## src/pkg/supply_fault_pkg.sv

```systemverilog
// constants and carrier types for the supply fault supervisor
package supply_fault_pkg;
	localparam int unsigned CLK_MHZ = 100;
	localparam int unsigned WAKE_ASSERT_US = 150;
	localparam int unsigned WAKE_RELEASE_MS = 1;
	localparam int unsigned SUPPLY_FILT_US = 200;
	localparam int unsigned SUPPLY_RELEASE_MS = 15;
	localparam int unsigned BATT_FILT_US = 64;
	localparam int unsigned PUMP_FILT_US = 64;
	localparam int unsigned THERM_DEGLITCH_US = 10;
	localparam int unsigned WAKE_ASSERT_CYC = WAKE_ASSERT_US * CLK_MHZ;
	localparam int unsigned WAKE_RELEASE_CYC = WAKE_RELEASE_MS * 1000 * CLK_MHZ;
	localparam int unsigned SUPPLY_FILT_CYC = SUPPLY_FILT_US * CLK_MHZ;
	localparam int unsigned SUPPLY_RELEASE_CYC = SUPPLY_RELEASE_MS * 1000 * CLK_MHZ;
	localparam int unsigned BATT_FILT_CYC = BATT_FILT_US * CLK_MHZ;
	localparam int unsigned PUMP_FILT_CYC = PUMP_FILT_US * CLK_MHZ;
	localparam int unsigned THERM_DEGLITCH_CYC = THERM_DEGLITCH_US * CLK_MHZ;
	localparam int unsigned LATCH_FAULT_LIMIT = 4;
	localparam int unsigned NUM_SUPPLY = 3;
	localparam int unsigned CNT_W = 21;
	localparam logic [CNT_W-1:0] CNT_ZERO = 21'h000000;
	localparam logic [2:0] FCNT_ZERO = 3'h0;
	localparam logic [1:0] SYNC_RST = 2'h0;

	typedef enum logic [2:0] {
		MODE_OFF = 3'h0,
		MODE_ACTIVE = 3'h1,
		MODE_SAFE = 3'h2,
		MODE_LATCH = 3'h3
	} mode_t;

	// comparator levels of one regulated output
	typedef struct packed {
		logic under;
		logic over;
	} supply_cmp_t;
endpackage

```

## src/supply_fault_supervisor.sv

```systemverilog
// supervision of wake, regulated outputs, battery, charge pump and temperature
`timescale 1ns/100ps
`default_nettype none
module supply_fault_supervisor #(
	parameter int unsigned WAKE_RELEASE_CYC = supply_fault_pkg::WAKE_RELEASE_CYC,
	parameter int unsigned SUPPLY_RELEASE_CYC = supply_fault_pkg::SUPPLY_RELEASE_CYC
) (
	// clock and reset
	input wire logic clk_i,
	input wire logic reset_i,
	input wire logic clk_en_i,
	// comparator pins
	input wire logic wake_i,
	input wire supply_fault_pkg::supply_cmp_t [2:0] supply_cmp_i,
	input wire logic battery_supply_over_i,
	input wire logic battery_supply_under_i,
	input wire logic charge_pump_low_i,
	input wire logic temp_warn_high_i,
	input wire logic temp_warn_low_i,
	input wire logic thermal_shutdown_i,
	// watchdog verdict from the watchdog timer
	input wire logic watchdog_fail_i,
	// outputs to the host
	output logic primary_supply_reset_n_o,
	output logic secondary_supply_reset_n_o,
	output logic converter_supply_good_o,
	output logic thermal_warning_n_o,
	output logic watchdog_fault_out_o,
	output logic regulators_en_o,
	output supply_fault_pkg::mode_t mode_o
);
	localparam int unsigned NS = supply_fault_pkg::NUM_SUPPLY;
	localparam int unsigned CW = supply_fault_pkg::CNT_W;
	localparam logic [CW-1:0] WA_LIM = CW'(supply_fault_pkg::WAKE_ASSERT_CYC);
	localparam logic [CW-1:0] WR_LIM = CW'(WAKE_RELEASE_CYC);
	localparam logic [CW-1:0] SF_LIM = CW'(supply_fault_pkg::SUPPLY_FILT_CYC);
	localparam logic [CW-1:0] SR_LIM = CW'(SUPPLY_RELEASE_CYC);
	localparam logic [CW-1:0] BF_LIM = CW'(supply_fault_pkg::BATT_FILT_CYC);
	localparam logic [CW-1:0] PF_LIM = CW'(supply_fault_pkg::PUMP_FILT_CYC);
	localparam logic [CW-1:0] ONE = 21'h000001;
	localparam logic [2:0] FLIM = 3'(supply_fault_pkg::LATCH_FAULT_LIMIT);

	// two-stage synchronisers for all pin inputs
	localparam int unsigned NIN = 2 * NS + 8;
	logic [NIN-1:0] raw_w;
	logic [NIN-1:0] s1_r;
	logic [NIN-1:0] s2_r;
	assign raw_w = {supply_cmp_i, wake_i, battery_supply_over_i, battery_supply_under_i,
		charge_pump_low_i, temp_warn_high_i, temp_warn_low_i, thermal_shutdown_i, watchdog_fail_i};
	always_ff @(posedge clk_i or posedge reset_i) begin
		if (reset_i) begin
			s1_r <= '0;
			s2_r <= '0;
		end else if (clk_en_i) begin
			s1_r <= raw_w;
			s2_r <= s1_r;
		end
	end
	logic wake_s, bov_s, buv_s, cp_s, twh_s, twl_s, tsd_s, wdf_s;
	logic [2*NS-1:0] sup_s;
	assign {sup_s, wake_s, bov_s, buv_s, cp_s, twh_s, twl_s, tsd_s, wdf_s} = s2_r;

	// wake qualification, separate assert and release delays
	logic wake_q_r;
	logic [CW-1:0] wake_cnt_r;
	logic wake_diff_w;
	logic [CW-1:0] wake_lim_w;
	assign wake_diff_w = wake_s != wake_q_r;
	assign wake_lim_w = wake_q_r ? WR_LIM : WA_LIM;
	always_ff @(posedge clk_i or posedge reset_i) begin
		if (reset_i) begin
			wake_q_r <= 1'b0;
			wake_cnt_r <= supply_fault_pkg::CNT_ZERO;
		end else if (clk_en_i) begin
			if (!wake_diff_w) begin
				wake_cnt_r <= supply_fault_pkg::CNT_ZERO;
			end else if (wake_cnt_r >= wake_lim_w - ONE) begin
				wake_q_r <= wake_s;
				wake_cnt_r <= supply_fault_pkg::CNT_ZERO;
			end else begin
				wake_cnt_r <= wake_cnt_r + ONE;
			end
		end
	end

	// supply monitors: filter, then release delay
	logic [NS-1:0] good_r;
	logic [NS-1:0] up_r;
	genvar g;
	generate
		for (g = 0; g < NS; g++) begin : g_sup
			logic bad_w;
			logic [CW-1:0] filt_r;
			logic [CW-1:0] rel_r;
			logic faulted_r;
			assign bad_w = sup_s[2*g+1] | sup_s[2*g];
			always_ff @(posedge clk_i or posedge reset_i) begin
				if (reset_i) begin
					filt_r <= supply_fault_pkg::CNT_ZERO;
					rel_r <= supply_fault_pkg::CNT_ZERO;
					faulted_r <= 1'b1;
					good_r[g] <= 1'b0;
					up_r[g] <= 1'b0;
				end else if (clk_en_i) begin
					if (!wake_q_r || !regulators_en_o) begin
						// held low until its own output rises again
						faulted_r <= 1'b1;
						good_r[g] <= 1'b0;
						up_r[g] <= 1'b0;
						filt_r <= supply_fault_pkg::CNT_ZERO;
						rel_r <= supply_fault_pkg::CNT_ZERO;
					end else if (!up_r[g]) begin
						if (!sup_s[2*g+1]) begin
							up_r[g] <= 1'b1;
							faulted_r <= 1'b0;
							good_r[g] <= 1'b1;
						end
					end else if (!bad_w) begin
						filt_r <= supply_fault_pkg::CNT_ZERO;
						if (faulted_r) begin
							if (rel_r >= SR_LIM - ONE) begin
								faulted_r <= 1'b0;
								good_r[g] <= 1'b1;
								rel_r <= supply_fault_pkg::CNT_ZERO;
							end else begin
								rel_r <= rel_r + ONE;
							end
						end
					end else begin
						rel_r <= supply_fault_pkg::CNT_ZERO;
						if (faulted_r) begin
							good_r[g] <= 1'b0;
						end else if (filt_r >= SF_LIM - ONE) begin
							faulted_r <= 1'b1;
							good_r[g] <= 1'b0;
						end else begin
							filt_r <= filt_r + ONE;
						end
					end
				end
			end
		end
	endgenerate

	// battery and charge pump filters with enter and exit qualification
	logic batt_flt_r, cp_flt_r;
	logic [CW-1:0] batt_cnt_r, cp_cnt_r;
	logic batt_cond_w, cp_cond_w;
	assign batt_cond_w = batt_flt_r ? !(bov_s | buv_s) : (bov_s | buv_s);
	assign cp_cond_w = cp_flt_r ? !cp_s : cp_s;
	always_ff @(posedge clk_i or posedge reset_i) begin
		if (reset_i) begin
			batt_flt_r <= 1'b0;
			batt_cnt_r <= supply_fault_pkg::CNT_ZERO;
		end else if (clk_en_i) begin
			if (!batt_cond_w) begin
				batt_cnt_r <= supply_fault_pkg::CNT_ZERO;
			end else if (batt_cnt_r >= BF_LIM - ONE) begin
				batt_flt_r <= !batt_flt_r;
				batt_cnt_r <= supply_fault_pkg::CNT_ZERO;
			end else begin
				batt_cnt_r <= batt_cnt_r + ONE;
			end
		end
	end
	always_ff @(posedge clk_i or posedge reset_i) begin
		if (reset_i) begin
			cp_flt_r <= 1'b0;
			cp_cnt_r <= supply_fault_pkg::CNT_ZERO;
		end else if (clk_en_i) begin
			if (!cp_cond_w) begin
				cp_cnt_r <= supply_fault_pkg::CNT_ZERO;
			end else if (cp_cnt_r >= PF_LIM - ONE) begin
				cp_flt_r <= !cp_flt_r;
				cp_cnt_r <= supply_fault_pkg::CNT_ZERO;
			end else begin
				cp_cnt_r <= cp_cnt_r + ONE;
			end
		end
	end

	// thermal warning with hysteresis and shutdown hold
	logic tw_r, tsd_hold_r;
	always_ff @(posedge clk_i or posedge reset_i) begin
		if (reset_i) begin
			tw_r <= 1'b0;
			tsd_hold_r <= 1'b0;
		end else if (clk_en_i) begin
			if (twh_s) begin
				tw_r <= 1'b1;
			end else if (!twl_s) begin
				tw_r <= 1'b0;
			end
			if (tsd_s) begin
				tsd_hold_r <= 1'b1;
			end else if (!twl_s) begin
				tsd_hold_r <= 1'b0;
			end
		end
	end

	// mode sequencing and latch-state fault counting
	supply_fault_pkg::mode_t mode_r, mode_nxt;
	logic [2:0] fcnt_r;
	logic cp_flt_d_r, tsd_d_r, wdf_d_r;
	logic safe_w, rep_evt_w;
	assign safe_w = batt_flt_r | cp_flt_r | tsd_hold_r;
	// rising edges of the faults that count toward latch
	assign rep_evt_w = (cp_flt_r & !cp_flt_d_r) | (tsd_hold_r & !tsd_d_r) | (wdf_s & !wdf_d_r);
	always_comb begin
		mode_nxt = mode_r;
		case (mode_r)
			supply_fault_pkg::MODE_OFF: begin
				if (wake_q_r) begin
					mode_nxt = safe_w ? supply_fault_pkg::MODE_SAFE : supply_fault_pkg::MODE_ACTIVE;
				end
			end
			supply_fault_pkg::MODE_ACTIVE: begin
				if (safe_w) begin
					mode_nxt = supply_fault_pkg::MODE_SAFE;
				end
			end
			supply_fault_pkg::MODE_SAFE: begin
				if (!safe_w) begin
					mode_nxt = supply_fault_pkg::MODE_ACTIVE;
				end
			end
			supply_fault_pkg::MODE_LATCH: mode_nxt = supply_fault_pkg::MODE_LATCH;
			default: mode_nxt = supply_fault_pkg::MODE_OFF;
		endcase
		if (rep_evt_w && fcnt_r >= FLIM - 3'h1 && mode_r != supply_fault_pkg::MODE_OFF) begin
			mode_nxt = supply_fault_pkg::MODE_LATCH;
		end
		if (!wake_q_r) begin
			mode_nxt = supply_fault_pkg::MODE_OFF;
		end
	end
	always_ff @(posedge clk_i or posedge reset_i) begin
		if (reset_i) begin
			mode_r <= supply_fault_pkg::MODE_OFF;
			fcnt_r <= supply_fault_pkg::FCNT_ZERO;
			cp_flt_d_r <= 1'b0;
			tsd_d_r <= 1'b0;
			wdf_d_r <= 1'b0;
		end else if (clk_en_i) begin
			mode_r <= mode_nxt;
			cp_flt_d_r <= cp_flt_r;
			tsd_d_r <= tsd_hold_r;
			wdf_d_r <= wdf_s;
			if (!wake_q_r) begin
				fcnt_r <= supply_fault_pkg::FCNT_ZERO;
			end else if (rep_evt_w && fcnt_r < FLIM) begin
				fcnt_r <= fcnt_r + 3'h1;
			end
		end
	end

	// registered outputs
	always_ff @(posedge clk_i or posedge reset_i) begin
		if (reset_i) begin
			primary_supply_reset_n_o <= 1'b0;
			secondary_supply_reset_n_o <= 1'b0;
			converter_supply_good_o <= 1'b0;
			thermal_warning_n_o <= 1'b1;
			watchdog_fault_out_o <= 1'b1;
			regulators_en_o <= 1'b0;
			mode_o <= supply_fault_pkg::MODE_OFF;
		end else if (clk_en_i) begin
			primary_supply_reset_n_o <= good_r[0];
			secondary_supply_reset_n_o <= good_r[1];
			converter_supply_good_o <= good_r[2];
			thermal_warning_n_o <= !(tw_r && wake_q_r);
			watchdog_fault_out_o <= !(wdf_s || mode_r == supply_fault_pkg::MODE_LATCH);
			regulators_en_o <= mode_nxt == supply_fault_pkg::MODE_ACTIVE;
			mode_o <= mode_r;
		end
	end
endmodule
`default_nettype wire

```

## config.mk

```make
export PLATFORM = sky130hd
export DESIGN_NAME = supply_fault_supervisor
export DESIGN_NICKNAME = d
export VERILOG_FILES = /design/src/pkg/supply_fault_pkg.sv /design/src/supply_fault_supervisor.sv
export SDC_FILE = /design/constraint.sdc
export NUM_CORES = 1
export LEC_CHECK = 0
export ABC_AREA = 0
export BUFFER_PORTS_ARGS = -buffer_cell sky130_fd_sc_hd__buf_2
export CORE_UTILIZATION = 35
export DETAILED_ROUTE_END_ITERATION = 10
export PLACE_DENSITY = 0.5
export SETUP_SLACK_MARGIN = 0.1
export SLEW_MARGIN = 30
export SYNTH_ARGS = -nofsm -noshare
export SYNTH_HDL_FRONTEND = slang
export SYNTH_SLANG_ARGS = --single-unit
```

## constraint.sdc

```tcl
create_clock -name clk_i -period 9.1 [get_ports clk_i]
set_input_delay 0 -clock clk_i [delete_from_list [all_inputs] [get_ports clk_i]]
set_output_delay 0 -clock clk_i [all_outputs]
set_load 0.01 [all_outputs]
```

==> run_results.csv <==
group,metric,value,unit
run_status,run_status,"finished clean",
clocking,clock_tree.root_cell,"sky130_fd_sc_hd__clkbuf_16",
timing,final_skew,0.0136,ns
timing,hold_violations,0,
synthesis,post_synth_instance_area,12500,um^2
layout,post-route-util,0.415,
placement,numPlacedInstances,1730,
layout,post_layout_instance_area,14400,um^2
critical_path,r2r_setup_slack,5.83,ns
floorplanning,design.die.area,36500,um^2
global_routing,grt_overflow,0,
detailed_routing,via_count,9627,
critical_path,r2r.worst_path.cells,8,
min_path,min-delay-path-class,"primary input to async pin",
timing,worst_pin_slew,0.832,ns
detailed_routing,viasPerCell,5.34,
clocking,worstSkewPairLatency,0.56,ns
synthesis,synth_top_family_by_area,"simple AND/OR/NAND/NOR gates",
floorplanning,die_w,191,um
floorplanning,top_level_ports,26,
synthesis,post_synth_mux_area_share,0.0365,
job,drv.max_cap_violation_count,0,
placement,placedInstanceArea,13100,um^2
timing,period_minus_slack,3.27,ns
synthesis,yosysWarningCount,0,
clocking,ctsHtreeMaxLevel,1,
timing,setup-tns-final,0,ns
layout,layout.nets,1359,
detailed_routing,first_iter_violations,560,
floorplanning,initial_utilization,0.359,
placement,globalplace.congestion,0.785,
placement,hpwl,18200,um
placement,buffer_ports.inserted,25,
critical_path,r2r_end,"wake_cnt_r[5]",
power,power.density,204,nW/um^2
synthesis,synth-adder-area-share,0.0180,
floorplanning,die_height,191,um
clocking,post_cts.resized_instances,0,
synthesis,yosys_register_bits,249,
layout,fillCellCount,3381,
global_routing,grt_pass1_vias,9304,
detailed_routing,finalWirelength,27700,um
synthesis,synth_seq_area_share,0.499,
critical_path,worstPathRequired,9.55,ns
timing,final.hold.worst_slack,0.130,ns
layout,area_growth_syn_to_layout,15.6,%
layout,final_layout_size_suffix_gt1_frac,0.111,
synthesis,synthesis.area_per_instance,9.75,um^2
synthesis,ys_dominant_reg_cell,"sky130_fd_sc_hd__dfrtp_1",
timing,worst_slew_margin,0.443,
critical_path,largest_fanout_on_the_critical_path,15,
synthesis,post_synth_inst_count,1281,
timing,final-max-slew-violation-count,0,
power,total_leakage_power,6.12,nW
synthesis,synth_compound_gate_area_share,0.147,
clocking,max-clock-path-buffers,3,
clocking,clkSlewWorstSetupHoldPaths,0.06,ns
synthesis,xor_xnor_cell_area_share_of_the_yosys_netlist,0.0435,
clocking,number_of_buffers_inserted_during_clock_tree_synthesis,30,
timing,setup-violations-final,0,
critical_path,critical_path_arrival,3.72,ns
floorplanning,std_cell_rows,68,
global_routing,grt_start_max_net_pins,103,
timing,fin_crit_share,0.360,
global_routing,grt_first_pass_wirelength,47800,um
detailed_routing,wl_per_cell,15.4,um
global_routing,gr-usage-all-layers,0.158,
synthesis,synth-async-reset-ratio,1.00,
detailed_routing,detail-route-antenna-nets,0,
critical_path,critical_path_class,"flip-flop to flip-flop",
global_routing,antenna_violations_before_repair,0,
power,vdd.ir_drop.worst,0.000149,V
critical_path,start_kind,"flip-flop",
timing,top_achievable_clock_speed,306,MHz
timing,grt_setup_unrepaired,"false",
synthesis,post_synth_num_cell_types,78,
synthesis,post_synth_and_or_nand_nor_area_fraction,0.232,
synthesis,synth_fp_nets,1316,
layout,finish.cell_count_without_fillers,1802,
layout,antennaDiodeCount,0,
synthesis,number_of_synthesized_flops_with_an_enable_pin,0,
clocking,cts_tree,"built",
detailed_routing,remaining_drc_errors,0,
critical_path,critPathCaptureType,"flip-flop",
detailed_routing,first_pass_iters,5,
floorplanning,core_region_area,34800,um^2
critical_path,worst_r2r_startpoint,"wake_q_r",
clocking,numClockSinks,249,
[worst max-delay path, cell delays in order, from the launching register on]
cell,delay (ns)
sky130_fd_sc_hd__dfrtp_1,0.68
sky130_fd_sc_hd__inv_1,0.26
sky130_fd_sc_hd__ha_1,0.36
sky130_fd_sc_hd__a41oi_1,0.10
sky130_fd_sc_hd__or4b_2,0.66
sky130_fd_sc_hd__a21oi_2,0.23
sky130_fd_sc_hd__or3_1,0.39
sky130_fd_sc_hd__nor2_1,0.22
sky130_fd_sc_hd__a22o_1,0.24
[stage by stage]
stage	power (mW)	setup WS [ns]
2_1_floorplan	1.48	2.27
6_report	2.94	5.83
3_3_place_gp	1.58	5.96
4_1_cts	2.99	5.82
5_1_grt	3.08	5.57
3_5_place_dp	1.58	5.83
[layer usage]
metal | wire length [um] | part of all wire | track usage | up-vias
met1 | 13900 | 0.50 | 0.234 | 4705
met4 | 568 | 0.020 | 0.0418 | 0
met5 | 0 | 0 | 0 | -
li1 | - | - | - | 4767
met2 | 12200 | 0.44 | 0.239 | 117
met3 | 972 | 0.035 | 0.0246 | 38
[area by class of cell]
cell class	count	area (um^2)	area share
Tap cell	455	569	0.0394
Clock inverter	19	323	0.0224
Sequential cell	249	6240	0.432
Timing Repair Buffer	50	382	0.0264
Clock buffer	36	825	0.0571
Inverter	34	135	0.00936
Multi-Input combinational cell	959	5970	0.413
[synthesized netlist by cell type (6+ instances only)]
master / instances / area [um^2]
sky130_fd_sc_hd__mux2_2: 36 / 405
sky130_fd_sc_hd__a22o_1: 24 / 210
sky130_fd_sc_hd__o311ai_0: 6 / 52.6
sky130_fd_sc_hd__ha_1: 18 / 225
sky130_fd_sc_hd__xor2_1: 27 / 236
sky130_fd_sc_hd__inv_1: 34 / 128
sky130_fd_sc_hd__nand2b_1: 8 / 50.1
sky130_fd_sc_hd__nor4_1: 19 / 119
sky130_fd_sc_hd__or3_1: 10 / 62.6
sky130_fd_sc_hd__nand3_1: 75 / 375
sky130_fd_sc_hd__nor2_1: 140 / 526
sky130_fd_sc_hd__o2bb2ai_1: 10 / 87.6
sky130_fd_sc_hd__nor2b_1: 41 / 257
sky130_fd_sc_hd__o21a_1: 8 / 60.1
sky130_fd_sc_hd__a21oi_1: 40 / 200
sky130_fd_sc_hd__xnor2_1: 35 / 307
sky130_fd_sc_hd__o211ai_1: 13 / 97.6
sky130_fd_sc_hd__and3_1: 27 / 169
sky130_fd_sc_hd__dfrtp_1: 244 / 6110
sky130_fd_sc_hd__and4_1: 10 / 87.6
sky130_fd_sc_hd__o21ai_0: 79 / 395
sky130_fd_sc_hd__or4_1: 13 / 97.6
sky130_fd_sc_hd__a31oi_1: 13 / 81.3
sky130_fd_sc_hd__nand2_1: 108 / 405
sky130_fd_sc_hd__clkbuf_1: 26 / 97.6
sky130_fd_sc_hd__o31ai_1: 21 / 158
sky130_fd_sc_hd__nand4_1: 25 / 156
sky130_fd_sc_hd__and2_1: 23 / 144
sky130_fd_sc_hd__nor3_1: 35 / 175
[logic make-up (layout without fill, tap and decap cells)]
logic type,count (synthesis),in the layout
simple gates,565,565
fa+ha+maj,18,18
flops,249,249
xor+xnor,62,62
compound gates,273,273
mux,41,41
buf+inv,73,139
[sequential cells by signal (all words and copies together), names as in the netlist, 3 cells and up]
register	cells
mode_o	3
batt_cnt_r	21
g_sup.rel_r	63
mode_r	3
g_sup.faulted_r	3
wake_cnt_r	21
s1_r	14
up_r	3
cp_cnt_r	21
fcnt_r	3
s2_r	14
g_sup.filt_r	63
good_r	3
[worst max path at each step]
stage                     cells after the start     start        endpoint  slack [ns]
final                                         8  wake_q_r   wake_cnt_r[5]        5.83
after global routing                          8  wake_q_r  wake_cnt_r[14]        5.57
after CTS                                     8  wake_q_r   wake_cnt_r[5]        5.82
after detailed placement                      8  wake_q_r   wake_cnt_r[8]        5.83
after global placement                        8  wake_q_r   wake_cnt_r[6]        5.96
after floorplan                               1   reset_i   batt_cnt_r[0]        2.27
[report_power, final]
group | internal, mW | switching (mW) | total (mW)
registers | 1.17 | 0.0744 | 1.24
clock network | 0.895 | 0.482 | 1.38
logic | 0.115 | 0.205 | 0.321
total | 2.18 | 0.761 | 2.94
[cell usage in the layout (no fill, tap or decap), drive strengths merged, types with 7 or more instances in the layout]
master and instances:
dfrtp 244, nor2 141, nand2 110, o21ai 84, nand3 76, nor2b 41, a21oi 41, mux2 36
nor3 36, clkbuf 36, xnor2 35, inv 34, buf 33, and3 27, xor2 27, nand4 25
a22o 24, and2 24, o31ai 21, nor4 21, ha 18, dlygate4sd3 17, a31oi 14, o211ai 13
or4 13, and4 10, o2bb2ai 10, or3 10, clkinv 9, bufinv 9, nand2b 8, o21a 8
o311ai 7
[timing repair]
action                                 in CTS  in global routing
hold buffers                               17                  0
setup buffers                               0                  0
endpoints found under the hold margin     121                  0
(Power assumes the default switching activity.)
